===== src/rdbc_pkg.sv =====
// package for the reverse drive and braking config bank
// assumes a 32-bit axi4-lite register bus
package rdbc_pkg;

  localparam int unsigned DATA_W = 32;
  localparam int unsigned IDX_W  = 8;
  localparam int unsigned STRB_W = DATA_W / 8;

  // register indexes, byte address is four times the index
  localparam logic [IDX_W-1:0] IDX_REV_CFG = 8'h82;
  localparam logic [IDX_W-1:0] IDX_STARTUP = 8'h84;
  localparam logic [IDX_W-1:0] IDX_STATUS  = 8'h86;

  localparam logic [DATA_W-1:0] REV_CFG_RESET = 32'h0000_0000;
  localparam logic [DATA_W-1:0] STARTUP_RESET = 32'h0000_0000;

  // reverse drive / braking field layout
  localparam int unsigned PARITY_BIT = 31;
  localparam int unsigned LIN_LSB    = 27;
  localparam int unsigned QUAD_LSB   = 23;
  localparam int unsigned ACCEL_W    = 4;
  localparam int unsigned CAP_LSB    = 20;
  localparam int unsigned CAP_W      = 3;
  localparam int unsigned KP_LSB     = 10;
  localparam int unsigned KI_LSB     = 0;
  localparam int unsigned GAIN_W     = 10;

  // fixed-point scale of the two loop gains
  localparam int unsigned KP_FRAC_BITS = 7;
  localparam int unsigned KI_FRAC_BITS = 9;

  // bus cap in half-ampere units
  localparam int unsigned        CAP_HALF_W    = 4;
  localparam logic [CAP_HALF_W-1:0] CAP_HALF_MIN = 4'h1;

  localparam logic [1:0] RESP_OKAY   = 2'h0;
  localparam logic [1:0] RESP_SLVERR = 2'h2;

  typedef struct packed {
    logic [ACCEL_W-1:0] accel_lin;
    logic [ACCEL_W-1:0] accel_quad;
  } rdbc_rev_set_t;

  typedef struct packed {
    logic [CAP_W-1:0]  cap;
    logic [GAIN_W-1:0] kp;
    logic [GAIN_W-1:0] ki;
  } rdbc_brk_set_t;

  typedef struct packed {
    logic              en;
    logic [IDX_W-1:0]  idx;
    logic [DATA_W-1:0] data;
    logic [STRB_W-1:0] strb;
  } rdbc_wr_t;

endpackage : rdbc_pkg


===== src/rdbc_axil_slave.sv =====
// axi4-lite slave front end of the config bank
// assumes one clock; the bank answers reads combinationally
`timescale 1ns/1ps

module rdbc_axil_slave #(
  parameter int unsigned ADDR_W = 12
) (
  input  wire logic                          core_clk,
  input  wire logic                          arst_n,
  input  wire logic [ADDR_W-1:0]             s_axi_awaddr,
  input  wire logic                          s_axi_awvalid,
  output logic                               s_axi_awready,
  input  wire logic [rdbc_pkg::DATA_W-1:0]   s_axi_wdata,
  input  wire logic [rdbc_pkg::STRB_W-1:0]   s_axi_wstrb,
  input  wire logic                          s_axi_wvalid,
  output logic                               s_axi_wready,
  output logic [1:0]                         s_axi_bresp,
  output logic                               s_axi_bvalid,
  input  wire logic                          s_axi_bready,
  input  wire logic [ADDR_W-1:0]             s_axi_araddr,
  input  wire logic                          s_axi_arvalid,
  output logic                               s_axi_arready,
  output logic [rdbc_pkg::DATA_W-1:0]        s_axi_rdata,
  output logic [1:0]                         s_axi_rresp,
  output logic                               s_axi_rvalid,
  input  wire logic                          s_axi_rready,
  output rdbc_pkg::rdbc_wr_t                 reg_wr,
  output logic [rdbc_pkg::IDX_W-1:0]         rd_idx,
  input  wire logic [rdbc_pkg::DATA_W-1:0]   rd_data
);
  import rdbc_pkg::*;

  logic              aw_full, next_aw_full, w_full, next_w_full;
  logic [ADDR_W-1:0] aw_addr, next_aw_addr, ar_addr, next_ar_addr;
  logic [DATA_W-1:0] w_data, next_w_data, next_rdata;
  logic [STRB_W-1:0] w_strb, next_w_strb;
  logic              ar_full, next_ar_full;
  logic              next_awready, next_wready, next_arready;
  logic              next_bvalid, next_rvalid;
  logic [1:0]        next_bresp, next_rresp;
  logic              do_write, do_read, wr_hit, rd_hit;
  logic [IDX_W-1:0]  wr_idx;

  assign wr_idx = aw_addr[IDX_W+1:2];
  assign rd_idx = ar_addr[IDX_W+1:2];
  assign wr_hit = (aw_addr[ADDR_W-1:IDX_W+2] == '0)
                  && (wr_idx == IDX_REV_CFG || wr_idx == IDX_STARTUP);
  assign rd_hit = (ar_addr[ADDR_W-1:IDX_W+2] == '0)
                  && (rd_idx == IDX_REV_CFG || rd_idx == IDX_STARTUP || rd_idx == IDX_STATUS);
  assign do_write = aw_full && w_full && !s_axi_bvalid;
  assign do_read  = ar_full && !s_axi_rvalid;

  always_comb begin
    next_aw_full = aw_full;
    next_aw_addr = aw_addr;
    next_w_full  = w_full;
    next_w_data  = w_data;
    next_w_strb  = w_strb;
    next_bvalid  = s_axi_bvalid;
    next_bresp   = s_axi_bresp;
    next_ar_full = ar_full;
    next_ar_addr = ar_addr;
    next_rvalid  = s_axi_rvalid;
    next_rdata   = s_axi_rdata;
    next_rresp   = s_axi_rresp;
    if (s_axi_awvalid && s_axi_awready) begin
      next_aw_full = 1'b1;
      next_aw_addr = s_axi_awaddr;
    end
    if (s_axi_wvalid && s_axi_wready) begin
      next_w_full = 1'b1;
      next_w_data = s_axi_wdata;
      next_w_strb = s_axi_wstrb;
    end
    if (s_axi_bvalid && s_axi_bready) begin
      next_bvalid = 1'b0;
    end
    if (do_write) begin
      next_aw_full = 1'b0;
      next_w_full  = 1'b0;
      next_bvalid  = 1'b1;
      next_bresp   = wr_hit ? RESP_OKAY : RESP_SLVERR;
    end
    if (s_axi_arvalid && s_axi_arready) begin
      next_ar_full = 1'b1;
      next_ar_addr = s_axi_araddr;
    end
    if (s_axi_rvalid && s_axi_rready) begin
      next_rvalid = 1'b0;
    end
    if (do_read) begin
      next_ar_full = 1'b0;
      next_rvalid  = 1'b1;
      next_rdata   = rd_hit ? rd_data : '0;
      next_rresp   = rd_hit ? RESP_OKAY : RESP_SLVERR;
    end
    next_awready = !next_aw_full;
    next_wready  = !next_w_full;
    next_arready = !next_ar_full;
    reg_wr.en    = do_write && wr_hit;
    reg_wr.idx   = wr_idx;
    reg_wr.data  = w_data;
    reg_wr.strb  = w_strb;
  end

  always_ff @(posedge core_clk or negedge arst_n) begin
    if (!arst_n) begin
      aw_full       <= 1'b0;
      aw_addr       <= '0;
      w_full        <= 1'b0;
      w_data        <= '0;
      w_strb        <= '0;
      ar_full       <= 1'b0;
      ar_addr       <= '0;
      s_axi_awready <= 1'b0;
      s_axi_wready  <= 1'b0;
      s_axi_arready <= 1'b0;
      s_axi_bvalid  <= 1'b0;
      s_axi_bresp   <= RESP_OKAY;
      s_axi_rvalid  <= 1'b0;
      s_axi_rdata   <= '0;
      s_axi_rresp   <= RESP_OKAY;
    end else begin
      aw_full       <= next_aw_full;
      aw_addr       <= next_aw_addr;
      w_full        <= next_w_full;
      w_data        <= next_w_data;
      w_strb        <= next_w_strb;
      ar_full       <= next_ar_full;
      ar_addr       <= next_ar_addr;
      s_axi_awready <= next_awready;
      s_axi_wready  <= next_wready;
      s_axi_arready <= next_arready;
      s_axi_bvalid  <= next_bvalid;
      s_axi_bresp   <= next_bresp;
      s_axi_rvalid  <= next_rvalid;
      s_axi_rdata   <= next_rdata;
      s_axi_rresp   <= next_rresp;
    end
  end

endmodule : rdbc_axil_slave


===== src/rdbc_config.sv =====
// reverse drive and active braking config bank, top level
// assumes synchronous operation-state inputs from the motor algorithm
//
// Design decision made here: the AXI4-Lite interface to the registers.
`timescale 1ns/1ps

module rdbc_config #(
  parameter int unsigned ADDR_W = 12
) (
  input  wire logic                          core_clk,
  input  wire logic                          arst_n,
  input  wire logic [ADDR_W-1:0]             s_axi_awaddr,
  input  wire logic                          s_axi_awvalid,
  output logic                               s_axi_awready,
  input  wire logic [rdbc_pkg::DATA_W-1:0]   s_axi_wdata,
  input  wire logic [rdbc_pkg::STRB_W-1:0]   s_axi_wstrb,
  input  wire logic                          s_axi_wvalid,
  output logic                               s_axi_wready,
  output logic [1:0]                         s_axi_bresp,
  output logic                               s_axi_bvalid,
  input  wire logic                          s_axi_bready,
  input  wire logic [ADDR_W-1:0]             s_axi_araddr,
  input  wire logic                          s_axi_arvalid,
  output logic                               s_axi_arready,
  output logic [rdbc_pkg::DATA_W-1:0]        s_axi_rdata,
  output logic [1:0]                         s_axi_rresp,
  output logic                               s_axi_rvalid,
  input  wire logic                          s_axi_rready,
  input  wire logic                          reverse_drive_active,
  input  wire logic                          braking_active,
  output rdbc_pkg::rdbc_rev_set_t            rev_set,
  output rdbc_pkg::rdbc_brk_set_t            brk_set,
  output logic [rdbc_pkg::CAP_HALF_W-1:0]    brake_cap_half_amps,
  output logic [rdbc_pkg::DATA_W-1:0]        startup_settings
);
  import rdbc_pkg::*;

  if (ADDR_W < IDX_W + 2 + 2 || ADDR_W > 32) begin : g_addr_check
    $error("rdbc_config: ADDR_W must lie between 12 and 32");
  end

  // ****************************************************
  // bus front end
  // ****************************************************
  rdbc_wr_t          reg_wr;
  logic [IDX_W-1:0]  rd_idx;
  logic [DATA_W-1:0] rd_data;

  rdbc_axil_slave #(
    .ADDR_W (ADDR_W)
  ) u_slave (
    .core_clk      (core_clk),
    .arst_n        (arst_n),
    .s_axi_awaddr  (s_axi_awaddr),
    .s_axi_awvalid (s_axi_awvalid),
    .s_axi_awready (s_axi_awready),
    .s_axi_wdata   (s_axi_wdata),
    .s_axi_wstrb   (s_axi_wstrb),
    .s_axi_wvalid  (s_axi_wvalid),
    .s_axi_wready  (s_axi_wready),
    .s_axi_bresp   (s_axi_bresp),
    .s_axi_bvalid  (s_axi_bvalid),
    .s_axi_bready  (s_axi_bready),
    .s_axi_araddr  (s_axi_araddr),
    .s_axi_arvalid (s_axi_arvalid),
    .s_axi_arready (s_axi_arready),
    .s_axi_rdata   (s_axi_rdata),
    .s_axi_rresp   (s_axi_rresp),
    .s_axi_rvalid  (s_axi_rvalid),
    .s_axi_rready  (s_axi_rready),
    .reg_wr        (reg_wr),
    .rd_idx        (rd_idx),
    .rd_data       (rd_data)
  );

  // ****************************************************
  // stored registers
  // ****************************************************
  logic [DATA_W-1:0] rev_cfg, next_rev_cfg;
  logic [DATA_W-1:0] next_startup;
  logic [DATA_W-1:0] wr_mask;

  // byte lanes enabled by the write strobes
  for (genvar b = 0; b < STRB_W; b++) begin : g_lane
    assign wr_mask[b*8 +: 8] = {8{reg_wr.strb[b]}};
  end

  always_comb begin
    next_rev_cfg = rev_cfg;
    next_startup = startup_settings;
    if (reg_wr.en && reg_wr.idx == IDX_REV_CFG) begin
      next_rev_cfg = (rev_cfg & ~wr_mask) | (reg_wr.data & wr_mask);
    end
    if (reg_wr.en && reg_wr.idx == IDX_STARTUP) begin
      next_startup = (startup_settings & ~wr_mask) | (reg_wr.data & wr_mask);
    end
  end

  always_ff @(posedge core_clk or negedge arst_n) begin
    if (!arst_n) begin
      rev_cfg          <= REV_CFG_RESET;
      startup_settings <= STARTUP_RESET;
    end else begin
      rev_cfg          <= next_rev_cfg;
      startup_settings <= next_startup;
    end
  end

  // ****************************************************
  // field extraction
  // ****************************************************
  rdbc_rev_set_t cfg_rev;
  rdbc_brk_set_t cfg_brk;

  always_comb begin
    cfg_rev.accel_lin  = rev_cfg[LIN_LSB +: ACCEL_W];
    cfg_rev.accel_quad = rev_cfg[QUAD_LSB +: ACCEL_W];
    cfg_brk.cap        = rev_cfg[CAP_LSB +: CAP_W];
    cfg_brk.kp         = rev_cfg[KP_LSB +: GAIN_W];
    cfg_brk.ki         = rev_cfg[KI_LSB +: GAIN_W];
  end

  // ****************************************************
  // applied settings
  // ****************************************************
  logic                  rev_seen, next_rev_seen;
  logic                  brk_seen, next_brk_seen;
  rdbc_rev_set_t         next_rev_set;
  rdbc_brk_set_t         next_brk_set;
  logic [CAP_HALF_W-1:0] next_cap_half;

  always_comb begin
    next_rev_seen = reverse_drive_active;
    next_brk_seen = braking_active;
    next_rev_set  = rev_set;
    next_brk_set  = brk_set;
    next_cap_half = brake_cap_half_amps;
    // load on entry to reverse drive
    if (reverse_drive_active && !rev_seen) begin
      next_rev_set = cfg_rev;
    end
    if (braking_active && !brk_seen) begin
      next_brk_set = cfg_brk;
      // code 0 is 0.5 A, others whole amps
      if (cfg_brk.cap == '0) begin
        next_cap_half = CAP_HALF_MIN;
      end else begin
        next_cap_half = {cfg_brk.cap, 1'b0};
      end
    end
  end

  always_ff @(posedge core_clk or negedge arst_n) begin
    if (!arst_n) begin
      rev_seen            <= 1'b0;
      brk_seen            <= 1'b0;
      rev_set             <= '0;
      brk_set             <= '0;
      brake_cap_half_amps <= CAP_HALF_MIN;
    end else begin
      rev_seen            <= next_rev_seen;
      brk_seen            <= next_brk_seen;
      rev_set             <= next_rev_set;
      brk_set             <= next_brk_set;
      brake_cap_half_amps <= next_cap_half;
    end
  end

  // ****************************************************
  // read mux
  // ****************************************************
  logic [3:0] status_bits;

  always_comb begin
    status_bits = {cfg_brk != brk_set, cfg_rev != rev_set, brk_seen, rev_seen};
    case (rd_idx)
      IDX_REV_CFG: rd_data = rev_cfg;
      IDX_STARTUP: rd_data = startup_settings;
      IDX_STATUS:  rd_data = DATA_W'(status_bits);
      default:     rd_data = '0;
    endcase
  end

  // ****************************************************
  // checks
  // ****************************************************
  logic started;

  always_ff @(posedge core_clk or negedge arst_n) begin
    if (!arst_n) begin
      started <= 1'b0;
    end else begin
      started <= 1'b1;
    end
  end
endmodule : rdbc_config


===== config.mk =====
export PLATFORM = sky130hd
export DESIGN_NAME = rdbc_config
export DESIGN_NICKNAME = d
export VERILOG_FILES = /design/src/rdbc_pkg.sv /design/src/rdbc_axil_slave.sv /design/src/rdbc_config.sv
export SDC_FILE = /design/constraint.sdc
export NUM_CORES = 1
export LEC_CHECK = 0
export BUFFER_PORTS_ARGS = -buffer_cell sky130_fd_sc_hd__buf_2
export CORE_ASPECT_RATIO = 1.4
export CORE_MARGIN = 3
export CORE_UTILIZATION = 59
export DETAILED_ROUTE_END_ITERATION = 12
export PLACE_DENSITY = 0.85
export SYNTH_ARGS = -nofsm -noshare
export SYNTH_HDL_FRONTEND = slang
export SYNTH_HIERARCHICAL = 1
export SYNTH_SLANG_ARGS = --single-unit

===== constraint.sdc =====
create_clock -name core_clk -period 5.7 [get_ports core_clk]
set_clock_uncertainty 0.15 [all_clocks]
set_input_delay 1.14 -clock core_clk [delete_from_list [all_inputs] [get_ports core_clk]]
set_output_delay 1.14 -clock core_clk [all_outputs]
set_load 0.01 [all_outputs]

==> results.py, run 1 <==
metrics = {
    "critical_path": {
        "setup.worst_path.start_class": "register",
        "path_class": "register to register",
        "required_ns": 5.86,
        "critical-path-slowest-cell": "or4_4",
        "ff2ff_path_depth": 6,
        "crit_arrival_ns": 3.08,
        "crit_chain": "or4_4, nor4_4, nand4_1, nor3b_4, nand2_2, mux2_1",
        "cp_max_fo": 8,
        "cpPeakStageDelay_ns": 0.55,
        "rr_startpoint": "u_slave/aw_addr[2]",
        "cp-end-kind": "register",
        "reg2reg_slack_ns": 2.77,
    },
    "detailed_routing": {
        "routed_wl_um": 19000,
        "drtAntennaViolNets": 0,
        "via_count": 5458,
        "wl_per_cell_um": 19.9,
        "drc": 0,
        "dr_wl_met3_um": 1040,
        "top_layer": "met4",
        "wl_met2_um": 10000,
        "drt-pass1-iter-count": 5,
        "drtIter0Drc": 276,
        "m1WireLength_um": 7420,
        "avgViaCountPerCell": 5.70,
    },
    "placed_design": {
        "place_ws_ns": 2.79,
        "port_buffers": 170,
        "hpwl_um": 13400,
        "finalWeightedCongestion": 0.863,
    },
    "floorplan": {
        "die_w_um": 106,
        "io_pins": 177,
        "fp.coreArea_um2": 13600,
        "rows": 50,
        "start_util": 0.611,
        "dieArea_um2": 15500,
        "fp.dieH_um": 146,
    },
    "cts": {
        "numClockSinks": 199,
        "cts_tree": "built",
        "insertion_delay_ns": 0.42,
        "cts_inserted_buffers": 17,
        "htreeDepth": 4,
        "clockBufferDepth": 2,
        "post-cts-setup-buffer-count": 0,
        "clk_pin_slew_worst_paths_ns": 0.07,
        "hold_buffers": 0,
        "cts_resized": 0,
        "cts-root-buf": "clkbuf_16",
    },
    "global_route": {
        "grt_pass1_vias": 5850,
        "antenna_found_initial": 0,
        "track_usage": 0.255,
        "grt_pass1_wl_um": 30900,
        "overflow": 0,
        "grt_max_degree": 131,
    },
    "sta": {
        "fin_crit_sh": 0.513,
        "layout_setup_ws_ns": 2.77,
        "tightest_slew_ns": 1.07,
        "slew_violations": 0,
        "finalHoldViolCount": 0,
        "tns_ns": 0,
        "rsz0062_at_grt": "false",
        "fmax_mhz": 342,
        "setup_viol": 0,
        "fin_crit_ns": 2.93,
        "maxSlewHeadroom": 0.289,
    },
    "run": {
        "max-cap-violations": 0,
    },
    "layout": {
        "area_delta_synth_final_pct": 17.9,
        "diodes": 0,
        "drive_above_1_share": 0.436,
        "multi_input_area_um2": 3050,
        "final_nets": 832,
        "fill_cells": 943,
        "seq_area_um2": 4980,
    },
    "min_path": {
        "min_to": "u_slave/s_axi_rdata[20]",
        "whs_path_depth": 1,
        "holdCritStartpoint": "u_slave/s_axi_rdata[20]",
        "hp-class": "register to register",
    },
    "synthesis": {
        "synth.distinct_cells": 41,
        "syn_inst": 610,
        "ys.flop_type": "dfrtp_1",
        "ys_warn_count": 6,
        "synth_seq_cells": 199,
        "synth_edf_count": 0,
        "netlist_area_um2": 8300,
        "syn_avg_cell_area_um2": 13.6,
        "synthArstFlopShare": 1.00,
        "seq_area_frac_synth": 0.600,
    },
    "power": {
        "p_leak_nw": 5.22,
        "irDropWorstVdd_mv": 0.312,
        "total_power_mw": 3.63,
        "power.density_nw_per_um2": 371,
    },
    "run_status": {
        "outcome": "complete, no violations",
    },
}
[worst max-delay path by stage]
stage                             startpoint        to  slack [ns]
after CTS                 u_slave/aw_addr[2]  register        2.77
after global placement    u_slave/aw_addr[2]  register        2.88
after detailed placement  u_slave/aw_addr[2]  register        2.79
after global routing      u_slave/aw_addr[2]  register        2.69
after floorplan           u_slave/aw_addr[2]  register        3.16
final                     u_slave/aw_addr[2]  register        2.77
[cell type report]
class / count / area share
Multi-Input combinational cell: 364 / 0.312
Inverter: 6 / 0.00230
Clock buffer: 22 / 0.0475
Sequential cell: 199 / 0.509
Tap cell: 182 / 0.0233
Clock inverter: 9 / 0.0143
Timing Repair Buffer: 175 / 0.0917
[power breakdown]
part / total [mW] / switching, mW / internal (mW)
logic: 0.543 / 0.267 / 0.276
clock network: 1.24 / 0.520 / 0.718
registers: 1.85 / 0.200 / 1.65
[cell usage in the layout, fill, tap and decap left out, drive strengths merged, types with 2 or more instances in the layout]
cell type,n
clkbuf,23
xnor2,13
nor3b,3
nand2b,2
a22oi,2
clkinvlp,2
nand3b,3
nand3,2
conb,2
nor4,7
nor2,5
buf,174
mux2,130
inv,9
a22o,60
nor2b,4
xor2,19
and2,2
nor3,2
dfrtp,198
nand4,4
bufinv,3
nand2,88
o21ai,5
a21oi,2
[layer usage]
metal  vias up  GRT usage
li1       2444          -
met1      2776      0.310
met2       196      0.436
met3        42     0.0619
met4         0      0.102
met5         -          0
[stage by stage]
step	util	hold WS (ns)	area, um^2	cells
after floorplan	-	0.321	8300	611
after global placement	0.676	0.327	9180	926
after detailed placement	0.676	0.336	9180	926
after CTS	0.720	0.349	9780	957
after global routing	0.720	0.361	9780	957
final	0.720	0.347	9780	957
[logic make-up after synthesis]
logic type	Yosys count	synth area share
AOI/OAI and AO/OA	75	0.0761
xor gates and xnor gates	32	0.0338
buffers and inverters	48	0.0336
DFF	199	0.600
muxes	130	0.177
other	1	0.000452
and+or+nand+nor	125	0.0784
[synth_stat cells, types with 3 or more instances]
library cell | number | area share
a22o_1 | 60 | 0.063
xnor2_1 | 13 | 0.014
nor3b_4 | 3 | 0.0068
mux2_1 | 16 | 0.022
nand2_1 | 80 | 0.036
o21ai_0 | 3 | 0.0018
buf_4 | 23 | 0.021
nand2_2 | 8 | 0.0060
dfrtp_1 | 198 | 0.60
buf_2 | 10 | 0.0060
xor2_1 | 19 | 0.020
nand4_1 | 4 | 0.0030
clkbuf_1 | 9 | 0.0041
nor4_1 | 6 | 0.0045
nor2_1 | 5 | 0.0023
nor2b_1 | 4 | 0.0030
mux2_2 | 112 | 0.15
inv_1 | 6 | 0.0027
[worst max-delay path: cells and delay by family, from the launching register on]
family	cells	cell delay (ns)
simple gates	5	1.89
flops	1	0.40
mux	1	0.37
Note: power is estimated with default switching activity, not from simulation.
==> run 2, diff against run 1 <==
--- a/config.mk
+++ b/config.mk
@@ -5,12 +5,13 @@
 export SDC_FILE = /design/constraint.sdc
 export NUM_CORES = 1
 export LEC_CHECK = 0
+export ABC_AREA = 1
 export BUFFER_PORTS_ARGS = -buffer_cell sky130_fd_sc_hd__buf_2
 export CORE_ASPECT_RATIO = 1.4
 export CORE_MARGIN = 3
-export CORE_UTILIZATION = 59
+export CORE_UTILIZATION = 55
 export DETAILED_ROUTE_END_ITERATION = 12
-export PLACE_DENSITY = 0.85
+export PLACE_DENSITY = 0.8
 export SYNTH_ARGS = -nofsm -noshare
 export SYNTH_HDL_FRONTEND = slang
 export SYNTH_HIERARCHICAL = 1
==> constraint.sdc (replaced) <==
create_clock -name core_clk -period 2.9 [get_ports core_clk]
set_clock_uncertainty 0.15 [all_clocks]
set_input_delay 0.58 -clock core_clk [delete_from_list [all_inputs] [get_ports core_clk]]
set_output_delay 0.58 -clock core_clk [all_outputs]
set_load 0.01 [all_outputs]
==> run 2 against run 1 <==
Compared with the run above:
- the run now ends with negative hold slack left
- sequential cell count is the same
- design area grew 6.8%
- cell count grew 52%
- die area grew 16%
- routed wire length grew 14%
- worst hold slack lost 0.36 ns
- count of clock-buffer cells in the layout shrank 4
- setup slack lost 2.4 ns
- largest power group unchanged
==> results.py, run 2 <==
metrics = {
    "run_status": {
        "violations": "negative hold slack",
        "outcome": "finished with violations",
    },
    "synthesis": {
        "synthSimpleGateAreaFrac": 0.244,
        "synthAdderAreaFrac": 0,
        "syn_avg_cell_area_um2": 8.20,
        "seq_area_frac_synth": 0.551,
        "ys_warn_count": 6,
        "syn_inst": 1103,
        "synth_top_cell_by_area": "dfrtp_1",
        "synth.top_cells.by_area": "dfrtp_1, nand2_1, o21ai_0, inv_1, nand3_1",
        "synth_seq_cells": 199,
        "synthArstFlopShare": 1.00,
        "synth-xor-area-share": 0.0106,
        "synth_top_family_by_area": "simple AND/OR/NAND/NOR gates",
        "synth_compound_area_frac": 0.0788,
        "yosysTopAreaCellShare": 0.548,
        "synth_mux_area_frac": 0.00996,
        "yosysMostFrequentCell": "nand2_1",
        "synth_edf_count": 0,
        "synth.distinct_cells": 33,
        "ys_top_cells_by_count": "nand2_1, dfrtp_1, inv_1",
        "netlist_area_um2": 9050,
        "ys.flop_type": "dfrtp_1",
    },
    "global_route": {
        "track_usage": 0.248,
        "grt_pass1_vias": 7000,
        "grt_use_met3": 0.0665,
        "antenna_found_initial": 0,
        "top_usage_layer": "met2",
        "use_met2": 0.393,
        "overflow": 0,
        "grt_pass1_wl_um": 35100,
        "grt_max_degree": 71,
        "grt_use_met1": 0.331,
    },
    "critical_path": {
        "cpPeakStageDelay_ns": 0.53,
        "cp_max_fo": 16,
        "crit_chain": "nor2_1, nand2_1, nor2_1, and2_1, inv_1, nor4_4, nand3_1, o21ai_0",
        "cp-end-kind": "register",
        "cpMostUsedCell": "nor2_1",
        "setup.worst_path.start_class": "register",
        "critical-path-slowest-cell": "nand3_1",
        "required_ns": 3.08,
        "cp_top_family": "simple AND/OR/NAND/NOR gates",
        "path_class": "register to register",
        "worst-path-buf-inv": 1,
        "crit_arrival_ns": 2.73,
    },
    "cts": {
        "clk_pin_slew_worst_paths_ns": 0.07,
        "cts_resized": 0,
        "htreeDepth": 4,
        "numClockSinks": 199,
        "hold_buffers": 0,
        "post-cts-setup-buffer-count": 0,
        "cts_inserted_buffers": 17,
        "insertion_delay_ns": 0.44,
        "clockBufferDepth": 2,
        "cts_tree": "built",
        "cts-root-buf": "clkbuf_16",
    },
    "placed_design": {
        "place_area_um2": 9850,
        "place_ws_ns": 0.368,
        "finalWeightedCongestion": 0.892,
        "hpwl_um": 15600,
        "port_buffers": 170,
    },
    "layout": {
        "layout_common_cells": "nand2_1, dfrtp_1, buf_2",
        "diodes": 0,
        "drive_above_1_share": 0.187,
        "final_nets": 1313,
        "final_area_um2": 10500,
        "area_delta_synth_final_pct": 15.5,
        "final_common_cell": "nand2_1",
    },
    "sta": {
        "fin_crit_ns": 2.55,
        "fmax_mhz": 392,
        "hold_ws_ns": -0.0128,
        "fin_crit_sh": 0.879,
        "tightest_slew_ns": 0.600,
        "setup_viol": 0,
        "finalHoldViolCount": 10,
        "layout_setup_ws_ns": 0.352,
        "maxSlewHeadroom": 0.599,
        "tns_ns": 0,
        "slew_violations": 0,
        "rsz0062_at_grt": "false",
    },
    "power": {
        "p_leak_nw": 5.55,
        "power.density_nw_per_um2": 711,
        "irDropWorstVdd_mv": 0.554,
    },
    "detailed_routing": {
        "drc": 0,
        "drt-pass1-iter-count": 5,
        "wl_per_cell_um": 14.9,
        "via_count": 7320,
        "drtAntennaViolNets": 0,
        "routed_wl_um": 21600,
        "drtIter0Drc": 514,
        "avgViaCountPerCell": 5.04,
    },
    "floorplan": {
        "io_pins": 177,
        "die_w_um": 114,
        "dieArea_um2": 18000,
        "rows": 54,
        "fp.coreArea_um2": 15900,
        "start_util": 0.570,
        "fp.dieH_um": 158,
    },
    "min_path": {
        "hp-class": "primary input to async pin",
    },
    "run": {
        "max-cap-violations": 0,
    },
}
[run 2: path summary, 6_finish.rpt]
check                                           to  cells past startpoint  slack, ns              startpoint
setup / recovery                          register                      8       0.35      u_slave/aw_addr[6]
hold / removal             u_slave/s_axi_rdata[10]                      1      -0.01                  arst_n
setup reg to reg                          register                      8       0.35      u_slave/aw_addr[6]
hold reg to reg             u_slave/s_axi_rdata[7]                      2       0.33  u_slave/s_axi_rdata[7]
max in group asynchronous              brk_set[11]                      2       1.85                  arst_n
min in group core_clk                     brk_seen                      1       0.12          braking_active
[run 2: per-stage QoR]
stage,hold WS [ns],utilization,instances,power (mW)
floorplan,0.134,-,1104,4.81
global placement,0.306,0.620,1421,4.99
detailed placement,0.312,0.620,1421,5.04
CTS,0.0173,0.658,1452,7.47
global route,0.0360,0.658,1452,7.83
finish,-0.0128,0.658,1452,7.43
[run 2: cells by family (layout without fill, tap and decap cells)]
family,after synthesis,count (layout)
simple gates,542,542
buf+inv,203,355
flops,199,199
compound gates,140,140
xor+xnor,11,11
mux,7,7
other cells,1,2
[run 2: power by group]
| part | total [mW] | internal [mW] | switching (mW) |
|---|---|---|---|
| logic | 1.48 | 0.467 | 1.01 |
| registers | 3.53 | 3.23 | 0.308 |
| clock network | 2.43 | 1.37 | 1.06 |
[run 2: final cells by class]
type,count,area (um^2)
timing repair buffer,184,977
sequential,199,4980
fill,1301,5430
clock buffer,18,429
tap,196,245
inverter,140,527
multi-input combinational,702,3120
clock inverter,13,169
[run 2: worst reg2reg max path, delay by kind of cell, from the launching register on]
family / cells / cell delay [ns]
AND/OR/NAND/NOR: 6 / 1.43
flip-flops: 1 / 0.42
AO/OA/AOI/OAI: 1 / 0.38
buffers and inverters: 1 / 0.07
[run 2: layer usage]
metal  part of all wire  routed length, um
met1               0.44               9430
met2               0.47              10200
met3              0.068               1460
met4              0.024                510
met5                  0                  0
